`src/inc/lddrs_pkg.sv`:
```
// Shared constants, field layout and types of the loss detector block
package lddrs_pkg;
  // Clock rates; the oscillator step is derived from them
  localparam longint CLK_HZ = 200_000_000;
  localparam longint LINE_HZ = 2_048_000;
  localparam logic [31:0] DCO_NOMINAL = 32'(((64'h1 << 32) * LINE_HZ) / CLK_HZ);

  // Register byte offsets
  localparam logic [7:0] OFF_CTRL = 8'h00;
  localparam logic [7:0] OFF_DETECT = 8'h04;
  localparam logic [7:0] OFF_RECOVER = 8'h08;
  localparam logic [7:0] OFF_STATUS = 8'h0C;

  // Control register bit positions
  localparam int C_DIG = 0;
  localparam int C_OPT = 1;
  localparam int C_RIL = 2;
  localparam int C_CLOS = 5;
  localparam int C_SCI = 6;
  localparam int C_SCF = 7;
  localparam int C_DCF = 8;
  localparam int C_DCS = 9;
  localparam int C_MAS = 10;
  localparam int C_SSYF = 11;
  localparam int C_EQ = 12;
  localparam int C_MASK = 13;
  localparam int CTRL_W = 14;
  localparam int LEVEL_W = 3;

  // Status register: los, event, source(2), blank, pin active
  localparam int ST_EVENT = 1;
  localparam int STATUS_W = 6;

  // Synchronised pin vector layout
  localparam int PIN_LINE = 0;
  localparam int PIN_REF = 1;
  localparam int PIN_POS = 2;
  localparam int PIN_NEG = 3;
  localparam int PIN_OPT = 4;
  localparam int PIN_LVL = 5;
  localparam int PIN_W = 8;

  // Counting constants
  localparam int BYTE_W = 8;
  localparam int DIV8_W = 8;
  localparam int TICKS_PER_8K = 1 << DIV8_W;
  localparam int DETECT_SHIFT = 4;
  localparam logic [12:0] DETECT_MAX = 13'h1000;
  localparam logic [12:0] BLANK_PERIODS = 13'h0008;
  localparam logic [7:0] RECOVER_MIN = 8'h01;

  // Oscillator trim loop
  localparam int TRIM_W = 24;
  localparam logic [23:0] TRIM_STEP_FAST = 24'h00_03E8;
  localparam logic [23:0] TRIM_STEP_SLOW = TRIM_STEP_FAST / 24'h00_000A;
  localparam logic signed [23:0] TRIM_LIMIT = 24'sh04_0000;

  typedef enum logic [1:0] {SRC_LINE, SRC_PIN, SRC_CENTRE, SRC_FREE} lddrs_src_e;

  // Number of no-pulse periods that raise the alarm; zero means the top value
  function automatic logic [12:0] detect_limit(input logic [7:0] count);
    detect_limit = (count == 8'h00) ? DETECT_MAX : (13'(count) << DETECT_SHIFT);
  endfunction

  // Oscillator ticks without a reference edge that mean the reference is gone
  function automatic logic [15:0] gap_limit(input logic is8k, input int periods);
    gap_limit = is8k ? 16'(periods * TICKS_PER_8K) : 16'(periods);
  endfunction
endpackage

```
`src/design/lddrs_sync.sv`:
```
// Two-flop synchroniser for asynchronous pin inputs
module lddrs_sync #(
  parameter int WIDTH = 1
) (
  input wire logic sys_clk_in,
  input wire logic reset_in,
  input wire logic [WIDTH-1:0] din_in,
  output logic [WIDTH-1:0] dout_out
);
  typedef struct packed {
    logic [WIDTH-1:0] meta;
    logic [WIDTH-1:0] stable;
  } lddrs_sync_s;

  lddrs_sync_s state;
  lddrs_sync_s next_state;

  // First stage feeds only the second, never any logic
  always_comb begin
    next_state.meta = din_in;
    next_state.stable = state.meta;
  end

  always_ff @(posedge sys_clk_in) begin
    if (reset_in) begin
      state <= '0;
    end else begin
      state <= next_state;
    end
  end

  assign dout_out = state.stable;
endmodule

```
`src/design/lddrs_mem.sv`:
```
// Elastic buffer storage with registered read data
module lddrs_mem #(
  parameter int WIDTH = 8,
  parameter int DEPTH = 64,
  parameter int AW = $clog2(DEPTH)
) (
  input wire logic sys_clk_in,
  input wire logic reset_in,
  input wire logic we_in,
  input wire logic [AW-1:0] waddr_in,
  input wire logic [WIDTH-1:0] wdata_in,
  input wire logic [AW-1:0] raddr_in,
  output logic [WIDTH-1:0] rdata_out
);
  typedef struct packed {
    logic [DEPTH-1:0][WIDTH-1:0] cells;
    logic [WIDTH-1:0] rdata;
  } lddrs_mem_s;

  lddrs_mem_s state;
  lddrs_mem_s next_state;

  // Write port and registered read port; read sees the old word on a collision
  always_comb begin
    next_state = state;
    if (we_in) begin
      next_state.cells[waddr_in] = wdata_in;
    end
    next_state.rdata = state.cells[raddr_in];
  end

  always_ff @(posedge sys_clk_in) begin
    if (reset_in) begin
      state <= '0;
    end else begin
      state <= next_state;
    end
  end

  assign rdata_out = state.rdata;
endmodule

```
`src/design/lddrs_top.sv`:
```
// Loss-of-signal detector, de-jitter oscillator and reference selection
module lddrs_top #(
  parameter int DEPTH = 64,
  parameter int MISS_PERIODS = 3
) (
  input wire logic sys_clk_in,
  input wire logic reset_in,
  input wire logic wb_cyc_in,
  input wire logic wb_stb_in,
  input wire logic wb_we_in,
  input wire logic [7:0] wb_adr_in,
  input wire logic [3:0] wb_sel_in,
  input wire logic [31:0] wb_dat_in,
  output logic [31:0] wb_dat_out,
  output logic wb_ack_out,
  input wire logic line_clock_in,
  input wire logic sync_ref_in,
  input wire logic dual_rail_positive_in,
  input wire logic dual_rail_negative_in,
  input wire logic optical_data_in,
  input wire logic [2:0] pulse_level_in,
  output logic los_out,
  output logic irq_out,
  output logic rx_data_out,
  output logic receive_system_clock_out,
  output logic auxiliary_clock_out,
  output logic eight_khz_clock_out
);
  localparam int AW = $clog2(DEPTH);
  localparam logic [AW-1:0] HALF = AW'(DEPTH / 2);

  typedef struct packed {
    logic [lddrs_pkg::CTRL_W-1:0] ctrl;
    logic [7:0] loss_detect_count;
    logic [7:0] loss_recover_count;
    logic ack;
    logic [31:0] dat;
    logic line_prev;
    logic pin_prev;
    logic [1:0] settle;
    logic pulse_per;
    logic pulse_bit;
    logic [12:0] no_pulse;
    logic [7:0] recover_cnt;
    logic los;
    logic loss_event;
    logic irq;
    logic blank;
    logic [31:0] acc;
    logic signed [lddrs_pkg::TRIM_W-1:0] trim;
    logic [lddrs_pkg::DIV8_W-1:0] tick8;
    logic [15:0] ref_gap;
    logic [15:0] pin_gap;
    lddrs_pkg::lddrs_src_e src;
    logic [lddrs_pkg::BYTE_W-1:0] shift_in;
    logic [2:0] bit_in;
    logic [AW-1:0] wptr;
    logic mem_we;
    logic [AW-1:0] mem_waddr;
    logic [lddrs_pkg::BYTE_W-1:0] mem_wdata;
    logic [lddrs_pkg::BYTE_W-1:0] shift_out;
    logic [2:0] bit_out;
    logic [AW-1:0] rptr;
    logic rx_data;
    logic dco_clk;
  } lddrs_state_s;

  lddrs_state_s state;
  lddrs_state_s next_state;

  logic [lddrs_pkg::PIN_W-1:0] pins;
  logic [lddrs_pkg::BYTE_W-1:0] mem_rdata;
  logic [AW-1:0] rd_addr;
  logic [lddrs_pkg::STATUS_W-1:0] status;
  logic [31:0] wr;
  logic bus_req;
  logic line_edge;
  logic pin_edge;
  logic ref_edge;
  logic tick;
  logic is8k;
  logic pulse;
  logic late;
  logic pin_active;
  logic missing;
  logic [32:0] sum;
  logic [12:0] det_lim;
  logic [7:0] rcv_lim;
  logic [23:0] step;
  logic signed [lddrs_pkg::TRIM_W-1:0] trim_adj;
  lddrs_pkg::lddrs_src_e src;

  // Named views of the control word
  logic digital_interface_select;
  logic optical_select;
  logic [lddrs_pkg::LEVEL_W-1:0] receive_level_threshold;
  logic clear_data_on_loss;
  logic state_change_irq_enable;
  logic corner_frequency_select;
  logic centring_disable;
  logic reference_switch_disable;
  logic master_mode_bit;
  logic reference_frequency_select;
  logic equaliser_enable;
  logic loss_irq_mask;

  assign digital_interface_select = state.ctrl[lddrs_pkg::C_DIG];
  assign optical_select = state.ctrl[lddrs_pkg::C_OPT];
  assign receive_level_threshold = state.ctrl[lddrs_pkg::C_RIL +: lddrs_pkg::LEVEL_W];
  assign clear_data_on_loss = state.ctrl[lddrs_pkg::C_CLOS];
  assign state_change_irq_enable = state.ctrl[lddrs_pkg::C_SCI];
  assign corner_frequency_select = state.ctrl[lddrs_pkg::C_SCF];
  assign centring_disable = state.ctrl[lddrs_pkg::C_DCF];
  assign reference_switch_disable = state.ctrl[lddrs_pkg::C_DCS];
  assign master_mode_bit = state.ctrl[lddrs_pkg::C_MAS];
  assign reference_frequency_select = state.ctrl[lddrs_pkg::C_SSYF];
  assign equaliser_enable = state.ctrl[lddrs_pkg::C_EQ];
  assign loss_irq_mask = state.ctrl[lddrs_pkg::C_MASK];

  // Register read mux; unmapped offsets read as zero
  function automatic logic [31:0] read_reg(input logic [7:0] adr, input lddrs_state_s s,
                                           input logic [lddrs_pkg::STATUS_W-1:0] st);
    case (adr)
      lddrs_pkg::OFF_CTRL: read_reg = 32'(s.ctrl);
      lddrs_pkg::OFF_DETECT: read_reg = 32'(s.loss_detect_count);
      lddrs_pkg::OFF_RECOVER: read_reg = 32'(s.loss_recover_count);
      lddrs_pkg::OFF_STATUS: read_reg = 32'(st);
      default: read_reg = '0;
    endcase
  endfunction

  // Byte-lane merge so that sel picks which lanes a write touches
  function automatic logic [31:0] merge(input logic [31:0] old, input logic [31:0] wdat,
                                        input logic [3:0] sel);
    merge = old;
    for (int i = 0; i < 4; i++) begin
      if (sel[i]) begin
        merge[i*8 +: 8] = wdat[i*8 +: 8];
      end
    end
  endfunction

  // Every pin crosses two flops before any logic looks at it
  lddrs_sync #(
    .WIDTH(lddrs_pkg::PIN_W)
  ) u_sync (
    .sys_clk_in(sys_clk_in),
    .reset_in(reset_in),
    .din_in({pulse_level_in, optical_data_in, dual_rail_negative_in,
             dual_rail_positive_in, sync_ref_in, line_clock_in}),
    .dout_out(pins)
  );

  // Read pointer trails the write pointer by half the buffer
  assign rd_addr = state.rptr + HALF;

  lddrs_mem #(
    .WIDTH(lddrs_pkg::BYTE_W),
    .DEPTH(DEPTH)
  ) u_mem (
    .sys_clk_in(sys_clk_in),
    .reset_in(reset_in),
    .we_in(state.mem_we),
    .waddr_in(state.mem_waddr),
    .wdata_in(state.mem_wdata),
    .raddr_in(rd_addr),
    .rdata_out(mem_rdata)
  );

  assign status = {pin_active, state.blank, state.src, state.loss_event, state.los};

  // All next-state logic of the block
  always_comb begin
    next_state = state;
    next_state.mem_we = 1'b0;
    bus_req = wb_cyc_in & wb_stb_in;
    wr = merge(read_reg(wb_adr_in, state, status), wb_dat_in, wb_sel_in);
    // Edges count only once the synchroniser holds real pin levels, so that a
    // pin idling high gives no false edge after reset
    if (state.settle != '1) begin
      next_state.settle = state.settle + 2'h1;
    end
    line_edge = pins[lddrs_pkg::PIN_LINE] & ~state.line_prev & (&state.settle);
    pin_edge = pins[lddrs_pkg::PIN_REF] & ~state.pin_prev & (&state.settle);
    next_state.line_prev = pins[lddrs_pkg::PIN_LINE];
    next_state.pin_prev = pins[lddrs_pkg::PIN_REF];
    det_lim = lddrs_pkg::detect_limit(state.loss_detect_count);
    rcv_lim = (state.loss_recover_count == 8'h00) ? lddrs_pkg::RECOVER_MIN
                                                  : state.loss_recover_count;

    // Bus slave: ack one cycle after the request, write lands on the ack edge
    next_state.ack = bus_req & ~state.ack;
    if (bus_req && !state.ack) begin
      next_state.dat = read_reg(wb_adr_in, state, status);
    end
    if (bus_req && state.ack && wb_we_in) begin
      case (wb_adr_in)
        lddrs_pkg::OFF_CTRL: next_state.ctrl = wr[lddrs_pkg::CTRL_W-1:0];
        lddrs_pkg::OFF_DETECT: next_state.loss_detect_count = wr[7:0];
        lddrs_pkg::OFF_RECOVER: next_state.loss_recover_count = wr[7:0];
        lddrs_pkg::OFF_STATUS: begin
          if (wb_sel_in[0] && wb_dat_in[lddrs_pkg::ST_EVENT]) begin
            next_state.loss_event = 1'b0;
          end
        end
        default: ;
      endcase
    end

    // Pulse decision per interface type
    if (digital_interface_select) begin
      pulse = optical_select ? pins[lddrs_pkg::PIN_OPT]
                             : (pins[lddrs_pkg::PIN_POS] | pins[lddrs_pkg::PIN_NEG]);
    end else begin
      pulse = pins[lddrs_pkg::PIN_LVL +: lddrs_pkg::LEVEL_W] >= receive_level_threshold;
    end

    // Numerically controlled oscillator; carry out is one bit period
    sum = {1'b0, state.acc} + {1'b0, lddrs_pkg::DCO_NOMINAL} + 33'(state.trim);
    tick = sum[32];
    next_state.acc = sum[31:0];
    next_state.dco_clk = sum[31];
    if (tick) begin
      next_state.tick8 = state.tick8 + 1'b1;
    end

    // Pin counts as applied while its edges keep coming; the reset value means absent
    pin_active = state.pin_gap != '0;
    if (pin_edge) begin
      next_state.pin_gap = lddrs_pkg::gap_limit(reference_frequency_select,
                                                MISS_PERIODS);
    end else if (tick && pin_active) begin
      next_state.pin_gap = state.pin_gap - 16'h0001;
    end

    // Reference selection from mode, alarm and pin activity
    if (master_mode_bit) begin
      if (pin_active) begin
        src = lddrs_pkg::SRC_PIN;
      end else if (centring_disable) begin
        src = lddrs_pkg::SRC_FREE;
      end else begin
        src = lddrs_pkg::SRC_CENTRE;
      end
    end else if (!state.los || reference_switch_disable) begin
      src = lddrs_pkg::SRC_LINE;
    end else if (pin_active && !reference_frequency_select) begin
      src = lddrs_pkg::SRC_PIN;
    end else if (centring_disable) begin
      src = lddrs_pkg::SRC_FREE;
    end else begin
      src = lddrs_pkg::SRC_CENTRE;
    end
    next_state.src = src;

    // Phase comparison against the chosen reference
    is8k = (src == lddrs_pkg::SRC_PIN) && reference_frequency_select;
    ref_edge = (src == lddrs_pkg::SRC_PIN) ? pin_edge : line_edge;
    missing = state.ref_gap >= lddrs_pkg::gap_limit(is8k, MISS_PERIODS);
    late = is8k ? state.tick8[lddrs_pkg::DIV8_W-1] : state.acc[31];
    if (ref_edge) begin
      next_state.ref_gap = '0;
    end else if (tick && !missing) begin
      next_state.ref_gap = state.ref_gap + 1'b1;
    end

    // Slow corner uses a tenth of the step, trading lock speed for filtering
    step = corner_frequency_select ? lddrs_pkg::TRIM_STEP_SLOW
                                   : lddrs_pkg::TRIM_STEP_FAST;
    trim_adj = late ? state.trim + signed'(step) : state.trim - signed'(step);
    if (trim_adj > lddrs_pkg::TRIM_LIMIT) begin
      trim_adj = lddrs_pkg::TRIM_LIMIT;
    end else if (trim_adj < -lddrs_pkg::TRIM_LIMIT) begin
      trim_adj = -lddrs_pkg::TRIM_LIMIT;
    end
    case (src)
      lddrs_pkg::SRC_CENTRE: next_state.trim = '0;
      lddrs_pkg::SRC_FREE: next_state.trim = state.trim;
      lddrs_pkg::SRC_LINE,
      lddrs_pkg::SRC_PIN: begin
        if (missing && !centring_disable) begin
          next_state.trim = '0;
        end else if (ref_edge) begin
          next_state.trim = trim_adj;
        end
      end
      default: next_state.trim = '0;
    endcase

    // Pulse flags, one per bit period of each clock
    if (pulse) begin
      next_state.pulse_per = 1'b1;
      next_state.pulse_bit = 1'b1;
    end

    // Loss detection and recovery, stepped once per oscillator period
    if (tick) begin
      next_state.pulse_per = pulse;
      if (state.pulse_per) begin
        next_state.no_pulse = '0;
        if (state.los) begin
          if (state.recover_cnt + 8'h01 >= rcv_lim) begin
            next_state.los = 1'b0;
            next_state.recover_cnt = '0;
          end else begin
            next_state.recover_cnt = state.recover_cnt + 8'h01;
          end
        end
      end else begin
        if (state.no_pulse < det_lim) begin
          next_state.no_pulse = state.no_pulse + 13'h0001;
        end
        if (!state.los && state.no_pulse + 13'h0001 >= det_lim) begin
          next_state.los = 1'b1;
          next_state.recover_cnt = '0;
        end
      end
    end

    // Event flag; a new event wins over a clear in the same cycle
    if ((next_state.los && !state.los) ||
        (!next_state.los && state.los && state_change_irq_enable)) begin
      next_state.loss_event = 1'b1;
    end
    next_state.irq = next_state.loss_event & ~next_state.ctrl[lddrs_pkg::C_MASK];

    // Blanking starts a few periods into a gap, ahead of the alarm
    next_state.blank = clear_data_on_loss & equaliser_enable &
                       (next_state.los | (state.no_pulse >= lddrs_pkg::BLANK_PERIODS));

    // Buffer write side on the recovered line clock
    if (line_edge) begin
      next_state.pulse_bit = pulse;
      next_state.shift_in = {state.shift_in[lddrs_pkg::BYTE_W-2:0],
                             state.pulse_bit & ~state.blank};
      next_state.bit_in = state.bit_in + 3'h1;
      if (state.bit_in == '1) begin
        next_state.mem_we = 1'b1;
        next_state.mem_waddr = state.wptr;
        next_state.mem_wdata = {state.shift_in[lddrs_pkg::BYTE_W-2:0],
                                state.pulse_bit & ~state.blank};
        next_state.wptr = state.wptr + 1'b1;
      end
    end

    // Buffer read side on the de-jittered oscillator clock
    if (tick) begin
      next_state.rx_data = state.shift_out[lddrs_pkg::BYTE_W-1];
      next_state.bit_out = state.bit_out + 3'h1;
      if (state.bit_out == '1) begin
        next_state.shift_out = mem_rdata;
        next_state.rptr = state.rptr + 1'b1;
      end else begin
        next_state.shift_out = state.shift_out << 1;
      end
    end

    // Output clears at once while blanking, not only after old bytes drain
    if (next_state.blank) begin
      next_state.rx_data = 1'b0;
    end
  end

  // Single state register; synchronous reset to all zero
  always_ff @(posedge sys_clk_in) begin
    if (reset_in) begin
      state <= '0;
    end else begin
      state <= next_state;
    end
  end

  assign wb_dat_out = state.dat;
  assign wb_ack_out = state.ack;
  assign los_out = state.los;
  assign irq_out = state.irq;
  assign rx_data_out = state.rx_data;
  assign receive_system_clock_out = state.dco_clk;
  assign auxiliary_clock_out = state.dco_clk;
  assign eight_khz_clock_out = state.tick8[lddrs_pkg::DIV8_W-1];
endmodule

```
`config.mk`:
```
export PLATFORM = sky130hd
export DESIGN_NAME = lddrs_top
export DESIGN_NICKNAME = d
export VERILOG_FILES = /design/src/inc/lddrs_pkg.sv /design/src/design/lddrs_sync.sv /design/src/design/lddrs_mem.sv /design/src/design/lddrs_top.sv
export SDC_FILE = /design/constraint.sdc
export NUM_CORES = 2
export LEC_CHECK = 0
export ABC_AREA = 1
export BUFFER_PORTS_ARGS = -buffer_cell sky130_fd_sc_hd__buf_2
export CORE_MARGIN = 10
export CORE_UTILIZATION = 38
export CTS_BUF_LIST = sky130_fd_sc_hd__clkbuf_8
export DETAILED_ROUTE_END_ITERATION = 12
export GPL_ROUTABILITY_DRIVEN = 0
export MAX_ROUTING_LAYER = met4
export SLEW_MARGIN = 20
export SYNTH_ARGS = -nofsm -noshare
export SYNTH_HDL_FRONTEND = slang
export SYNTH_SLANG_ARGS = --single-unit
export TNS_END_PERCENT = 20
```
`constraint.sdc`:
```
create_clock -name sys_clk_in -period 4.06 [get_ports sys_clk_in]
set_input_delay 0.203 -clock sys_clk_in [delete_from_list [all_inputs] [get_ports sys_clk_in]]
set_output_delay 0.203 -clock sys_clk_in [all_outputs]
set_load 0.01 [all_outputs]
```
After elaboration in Yosys (flattened, before gate mapping)
Index checks and enable logic that the tools add are counted.
Widths: inputs -> output; s select.
{ "word_totals": {"register_bits": 778, "inputBits": 57, "elab_cells": 256} }
{ "op_classes": {"n_addsub": 15, "order_cmp": 11, "eq_ne": 11, "mux": 51, "n_bitwise": 19, "reduce_logical": 47} }
{ "op_table": {"columns": ["cell", "n"], "rows": [
  ["$bwmux 512", 1],
  ["$mux 24", 5],
  ["$mux 8", 8],
  ["$pmux 14 s4", 1],
  ["$bmux 8 s6", 1],
  ["$demux 8 s6", 1],
  ["$pmux 24 s2", 1],
  ["$add 32x26->33 const B", 1],
  ["$add 33x33->33", 1],
  ["$mux 16", 2],
  ["$mux 10", 3],
  ["$mux 30", 1],
  ["$pmux 14 s2", 1],
  ["$mux 13", 2],
  ["$add 24x11->24", 1],
  ["$gt 24x20->1 const B", 1],
  ["$logic_not 8->1", 3],
  ["$lt 24x19->1 const B", 1],
  ["$sub 24x11->24", 1],
  ["$mux 22", 1],
  ["$mux 9", 2],
  ["$add 16x1->16 const B", 1],
  ["$add 8x1->8 const B", 2],
  ["$eq 8x4->1 const B", 2],
  ["other kinds (38)", 110]
]} }

Logic depth before layout (Yosys ltp)
{ "logic_depth": {"ltp_word": 15, "depth_mapped": 31, "mapped_depth_nobuf": 29} }

Hierarchy
Synthesis repeated with hierarchy kept, for this count alone.
{ "unflattened": {"hier_cells": 5537, "area_unflattened_um2": 37637.3} }
{ "modules_own_cells": {"columns": ["module", "n_inst", "cells_per_inst", "area_per_inst_um2", "seq_area_each_um2"], "rows": [
  ["lddrs_mem", 1, 3554, 23658.9, 10410.0],
  ["lddrs_top", 1, 1933, 13504.2, 4424.2],
  ["lddrs_sync", 1, 50, 474.2, 320.3]
]} }

Worst setup path after synthesis
OpenSTA, ideal clock, no wires.
{ "synth_path": {"path_type": "register -> register", "from": "register state[53] (netlist bit)", "to": "register state[105] (netlist bit)", "setup_time_ns": 0.069, "arrival_time_ns": 3.411, "path_slack_ns": 0.580, "stages_incl_launch_ff": 29, "path_buffers": 2, "cell_sequence": "dfxtp_1 > inv_1 > ha_1 > nand2_1 > nor2_2 > nand2_2 > nand3_4 > inv_4 > nand2_4 > nand2_4 > buf_6 > ha_1 > ha_1 > a21oi_1 > inv_1 > a21oi_1 > inv_1 > nand3_1 > nand2_1 > nand2_1 > nand3_1 > nand2_1 > nand2_1 > inv_1 > nand3_2 > o21ai_4 > buf_6 > nand3_2 > a21oi_2"} }
{ "synth_via": {"elab_chain_len": 15, "elab_cells_between_ends": 28} }
{ "synth_lines": {"columns": ["item", "line", "rtl"], "rows": [
  ["start, declared", "lddrs_top.sv:68", "lddrs_state_s state;"],
  ["start signal, assigned", "lddrs_top.sv:369", "state <= next_state;"],
  ["$reduce_bool 16->1 (*)", "lddrs_top.sv:228", "pin_active = state.pin_gap != '0;"],
  ["$logic_and 1x1->1", "lddrs_top.sv:247", "end else if (pin_active && !reference_frequency_select) begin"],
  ["$mux 2", "lddrs_top.sv:247", null],
  ["$mux 2", "lddrs_top.sv:245", "end else if (!state.los || reference_switch_disable) begin"],
  ["$mux 2 (*)", "lddrs_top.sv:237", "if (master_mode_bit) begin"],
  ["$eq 2x1->1", "lddrs_top.sv:257, lddrs_top.sv:258, lddrs_top.sv:276", null],
  ["$logic_and 1x1->1", "lddrs_top.sv:257", "is8k = (src == lddrs_pkg::SRC_PIN) && reference_frequency_select;"],
  ["$mux 1", "lddrs_top.sv:260", "late = is8k ? state.tick8[lddrs_pkg::DIV8_W-1] : state.acc[31];"],
  ["$mux 24", "lddrs_top.sv:270", "trim_adj = late ? state.trim + signed'(step) : state.trim - signed'(step);"],
  ["$lt 24x19->1", "lddrs_top.sv:273", "end else if (trim_adj < -lddrs_pkg::TRIM_LIMIT) begin"],
  ["$mux 24", "lddrs_top.sv:273", null],
  ["$mux 24", "lddrs_top.sv:271", "if (trim_adj > lddrs_pkg::TRIM_LIMIT) begin"],
  ["$mux 24", "lddrs_top.sv:283", "end else if (ref_edge) begin"],
  ["$mux 24", "lddrs_top.sv:281", "if (missing && !centring_disable) begin"],
  ["$pmux 24 s2", "lddrs_top.sv:276", "case (src)"]
]} }
Mark *: on every way between the ends. The rest lies on a longest branch, timed or not. The select of a mux whose other input is x is not followed.
A chain may end at the register's enable or synchronous reset.

Worst setup path after layout
{ "layout_path": {"from": "register state[53] (netlist bit)", "to": "register state[96] (netlist bit)"} }
Same word-level chain as after synthesis.

==> metrics.txt <==
# TYPE chip_impl_metric gauge
chip_impl_info{name="min-delay-path-class",value="in -> reg"} 1
chip_impl_metric{name="timing.reg2reg.setup_slack",unit="ns"} 0.29
chip_impl_metric{name="placed_cell_area",unit="um2"} 35760
chip_impl_metric{name="cts.clk_slew.worst_paths",unit="ns"} 0.06
chip_impl_metric{name="ys_async_sr_fraction",unit="%"} 0
chip_impl_info{name="root_driver",value="clkbuf_8"} 1
chip_impl_info{name="result_of_the_run",value="complete, no violations"} 1
chip_impl_info{name="r2r_start",value="state[53]"} 1
chip_impl_metric{name="setup_violations",unit=""} 0
chip_impl_info{name="cpMaxStageDelayCell",value="ha_1"} 1
chip_impl_metric{name="timing.clock.skew",unit="ns"} 0.04644
chip_impl_metric{name="grt_pass1_wl",unit="mm"} 158.9
chip_impl_metric{name="ant_nets",unit=""} 0
chip_impl_info{name="startpoint_type",value="register"} 1
chip_impl_metric{name="routed-via-count",unit=""} 31750
chip_impl_metric{name="detail_route.vias_per_cell",unit=""} 5.379
chip_impl_metric{name="first_global_vias",unit=""} 29260
chip_impl_info{name="top_ff_cell_synth",value="dfxtp_1"} 1
chip_impl_info{name="timing.rr.end",value="state[96]"} 1
chip_impl_metric{name="die_h",unit="um"} 323.2
chip_impl_metric{name="number_of_cell_rows",unit=""} 111
chip_impl_metric{name="grt_usage",unit="%"} 19.08
chip_impl_metric{name="final_area",unit="um2"} 38800
chip_impl_metric{name="post-route-worst-setup-slack",unit="ns"} 0.2897
chip_impl_metric{name="fmax",unit="MHz"} 265.2
chip_impl_metric{name="place.port_buffers",unit=""} 57
chip_impl_metric{name="synth_seq_area_share",unit="%"} 43.39
chip_impl_metric{name="io_pins",unit=""} 96
chip_impl_metric{name="pin_count_of_the_biggest_net_entering_global_routing",unit=""} 159
chip_impl_info{name="timing_worst_setup_path_type",value="reg -> reg"} 1
chip_impl_metric{name="area_growth_syn_to_layout",unit="%"} 11.08
chip_impl_metric{name="max_cap_violations",unit=""} 0
chip_impl_metric{name="ys_warn_count",unit=""} 0
chip_impl_metric{name="grt-ovfl-total",unit=""} 0
chip_impl_metric{name="preCtsSetupSlack",unit="ns"} 0.1958
chip_impl_metric{name="postSynthCellCount",unit=""} 4685
chip_impl_metric{name="h-tree-depth",unit=""} 4
chip_impl_info{name="rsz0062_at_grt",value="true"} 1
chip_impl_metric{name="dieWidth",unit="um"} 323.2
chip_impl_metric{name="synthDistinctLibCells",unit=""} 61
chip_impl_metric{name="ctsLongestPathBuffers",unit=""} 3
chip_impl_metric{name="count_of_fill_cells_added_during_filler_insertion",unit=""} 9300
chip_impl_metric{name="number_of_buffers_created_by_cts",unit=""} 134
chip_impl_metric{name="worstPathMaxFanout",unit=""} 16
chip_impl_metric{name="netlist_area",unit="um2"} 34930
chip_impl_metric{name="synth_enable_flop_cells",unit=""} 0
chip_impl_metric{name="synth_seq_cells",unit=""} 757
chip_impl_metric{name="critical_path.max_stage_delay",unit="ns"} 0.34
chip_impl_metric{name="final_layout_size_suffix_gt1_share",unit="%"} 8.780
chip_impl_info{name="endpoint_kind",value="register"} 1
chip_impl_metric{name="fin_setup_tns",unit="ns"} 0
chip_impl_metric{name="timing.critical_path.arrival",unit="ns"} 4.46
chip_impl_metric{name="place.detailed.instances",unit=""} 5638
chip_impl_info{name="synthDominantAreaCellType",value="dfxtp_1"} 1
chip_impl_metric{name="cts.sink_count",unit=""} 757
chip_impl_metric{name="max-slew-margin-rel",unit="%"} 23.16
chip_impl_metric{name="routed_wirelength",unit="mm"} 100.1
chip_impl_metric{name="floorplan.die_area",unit="um2"} 104400
chip_impl_metric{name="clk-insertion-delay-late",unit="ns"} 0.79
chip_impl_metric{name="final-hold-violation-count",unit=""} 0
chip_impl_info{name="critical_path.most_common_cell",value="nand2_1"} 1
chip_impl_metric{name="power_leakage",unit="nW"} 15.87
chip_impl_metric{name="dp_hpwl",unit="mm"} 60.76
chip_impl_info{name="cts_tree",value="built"} 1
chip_impl_metric{name="initial_utilization",unit="%"} 38.22
chip_impl_info{name="ys_top_cells_by_area",value="dfxtp_1, o21ai_0, a21oi_1, nor2_1, ha_1"} 1
chip_impl_metric{name="ir_worst_vdd",unit="uV"} 290.1
chip_impl_metric{name="max_slew.worst_pin.slew",unit="ns"} 1.151
chip_impl_metric{name="drt-initial-drc-count",unit=""} 2857
chip_impl_metric{name="layout_min_cycle_time",unit="ns"} 3.770
chip_impl_info{name="min_to",value="wb_dat_out[5]"} 1
chip_impl_metric{name="min_path_cells",unit=""} 6
chip_impl_metric{name="worst-r2r-cell-count",unit=""} 28
chip_impl_metric{name="core_area",unit="um2"} 91390
chip_impl_metric{name="area_share_of_the_leading_cell_type_in_the_synthesized_netlist",unit="%"} 43.39
chip_impl_metric{name="max_slew_violation_count",unit=""} 0
chip_impl_metric{name="final_nets",unit=""} 4808
chip_impl_info{name="hold_path_startpoint",value="wb_adr_in[5]"} 1
chip_impl_metric{name="routedWlPerCell",unit="um"} 16.96
chip_impl_metric{name="post-route-period-util",unit="%"} 92.86
chip_impl_metric{name="antenna_found_initial",unit=""} 1
chip_impl_metric{name="detail_route.drc_violations",unit=""} 0
chip_impl_metric{name="power.total",unit="mW"} 15.97
chip_impl_metric{name="cp_data_required_time",unit="ns"} 4.75
chip_impl_metric{name="powerDensity",unit="nW/um2"} 411.6
chip_impl_metric{name="first_pass_iters",unit=""} 6
chip_impl_metric{name="postSynthAreaPerCell",unit="um2"} 7.455
chip_impl_metric{name="instances_no_fill",unit=""} 5902
## how the worst max path moves through the flow
stage / endpoint / startpoint / depth (start not counted) / slack [ns]
5_1_grt: state[97] / state[53] / 28 / -0.09
6_report: state[96] / state[53] / 28 / 0.29
3_3_place_gp: state[77] / state[98] / 25 / 0.26
4_1_cts: state[68] / state[98] / 25 / 0.18
2_1_floorplan: state[105] / state[53] / 28 / 0.58
3_5_place_dp: state[68] / state[98] / 25 / 0.20
## cells in the mapped netlist (all sizes together), types with 2 or more instances
cell type,number
a31o,2
inv,345
dfxtp,757
o211ai,18
a211oi,22
o21a,15
nand2,404
o41ai,8
nand3,138
xor2,18
a31oi,14
nor3,39
clkbuf,318
nand3b,6
nand4,34
a21oi,745
nor2,515
nor3b,2
a21o,8
or2,6
o221ai,48
and3,2
o21ai,922
o22ai,92
nor4,15
xnor2,4
a21boi,5
clkinv,4
ha,118
a22o,2
o31ai,2
o21bai,3
buf,45
## sequential cells by signal, summed over array words and instances, names as in the netlist
| register | count |
|---|---|
| centring_disable | 1 |
| clear_data_on_loss | 1 |
| corner_frequency_select | 1 |
| digital_interface_select | 1 |
| eight_khz_clock_out | 1 |
| equaliser_enable | 1 |
| irq_out | 1 |
| los_out | 1 |
| loss_irq_mask | 1 |
| master_mode_bit | 1 |
| optical_select | 1 |
| receive_level_threshold | 3 |
| reference_frequency_select | 1 |
| reference_switch_disable | 1 |
| rx_data_out | 1 |
| state | 189 |
| u_mem.rdata_out | 8 |
| u_mem.state | 512 |
| u_sync.dout_out | 8 |
| u_sync.next_state | 8 |
| wb_ack_out | 1 |
| wb_dat_out | 14 |
## cell families (layout without fill, tap and decap cells)
kind of cell	count (synthesis)	in the layout	synth area share, %
buffers and inverters	712	725	8.146
AO/OA/AOI/OAI	1911	1911	29.17
AND/OR/NAND/NOR	1162	1162	14.42
adder cells (fa/ha/maj)	119	119	4.284
XOR/XNOR	22	22	0.5517
other	1	19	0.01074
flip-flops	757	757	43.39
multiplexers	1	1	0.02866
## metal layers
metal	vias up	GRT usage [%]	share of wire, %
met2	864	29.74	45
li1	15990	-	-
met3	159	3.168	5.9
met5	-	-	0
met4	0	5.726	2.0
met1	14740	25.19	47
## area by class of cell
| type | count | area, um2 | share of cell area, % |
|---|---|---|---|
| inverters | 349 | 1334 | 3.438 |
| well taps | 1186 | 1484 | 3.825 |
| flip-flops and latches | 757 | 15160 | 39.08 |
| diodes | 1 | 2.502 | 0.006450 |
| clock inverters | 59 | 331.6 | 0.8546 |
| clock buffers | 160 | 2202 | 5.676 |
| multi-input cells | 3233 | 17060 | 43.96 |
| repair buffers | 157 | 1224 | 3.154 |
## cell usage in the layout (no fill, tap or decap), types with 4 or more instances in the layout
cell type / n
o21ai_0: 917
dfxtp_1: 754
a21oi_1: 735
nor2_1: 485
nand2_1: 370
inv_1: 367
clkbuf_8: 160
nand3_1: 124
ha_1: 118
o22ai_1: 92
buf_2: 56
buf_4: 51
o221ai_1: 48
dlygate4sd3_1: 44
nor3_1: 38
nand4_1: 34
nor2_2: 28
a211oi_1: 22
nand2_2: 19
xor2_1: 18
conb_1: 18
o211ai_1: 17
nor4_1: 15
o21a_1: 15
nand2_4: 14
a31oi_1: 14
inv_2: 13
nand3_2: 13
a21oi_2: 10
a21o_1: 8
o41ai_1: 8
clkinvlp_4: 8
nand3b_1: 6
buf_12: 6
clkinv_2: 5
or2_2: 5
inv_4: 4
xnor2_1: 4
## critical path: cells and delay by family (launching register included)
family                   cells  cell delay [ns]
flip-flops                   1             0.31
buffers and inverters        5             0.40
adder cells (fa/ha/maj)      3             0.89
AND/OR/NAND/NOR             17             1.58
AO/OA/AOI/OAI                3             0.47
## power breakdown
part	leakage, nW	switching [mW]	internal [mW]
clock	1.43	3.17	3.67
sequential	6.11	0.0528	7.56
combinational	8.33	0.960	0.563
total	15.9	4.18	11.8
## per-stage QoR
stage / util (%) / hold slack, ns
after floorplan: - / 0.3100
after global routing: 42.45 / 0.1558
after global placement: 39.13 / 0.3971
final: 42.45 / 0.1487
after CTS: 42.39 / 0.05534
after detailed placement: 39.13 / 0.3956
## timing repair
item / 4_1_cts / 5_1_grt
gates resized for setup: 0 / 11
setup buffers: 0 / 0
hold buffers: 44 / 0
endpoints found under the setup margin: 0 / 42
hold endpoints to repair: 68 / 0
(Power assumes the default switching activity.)
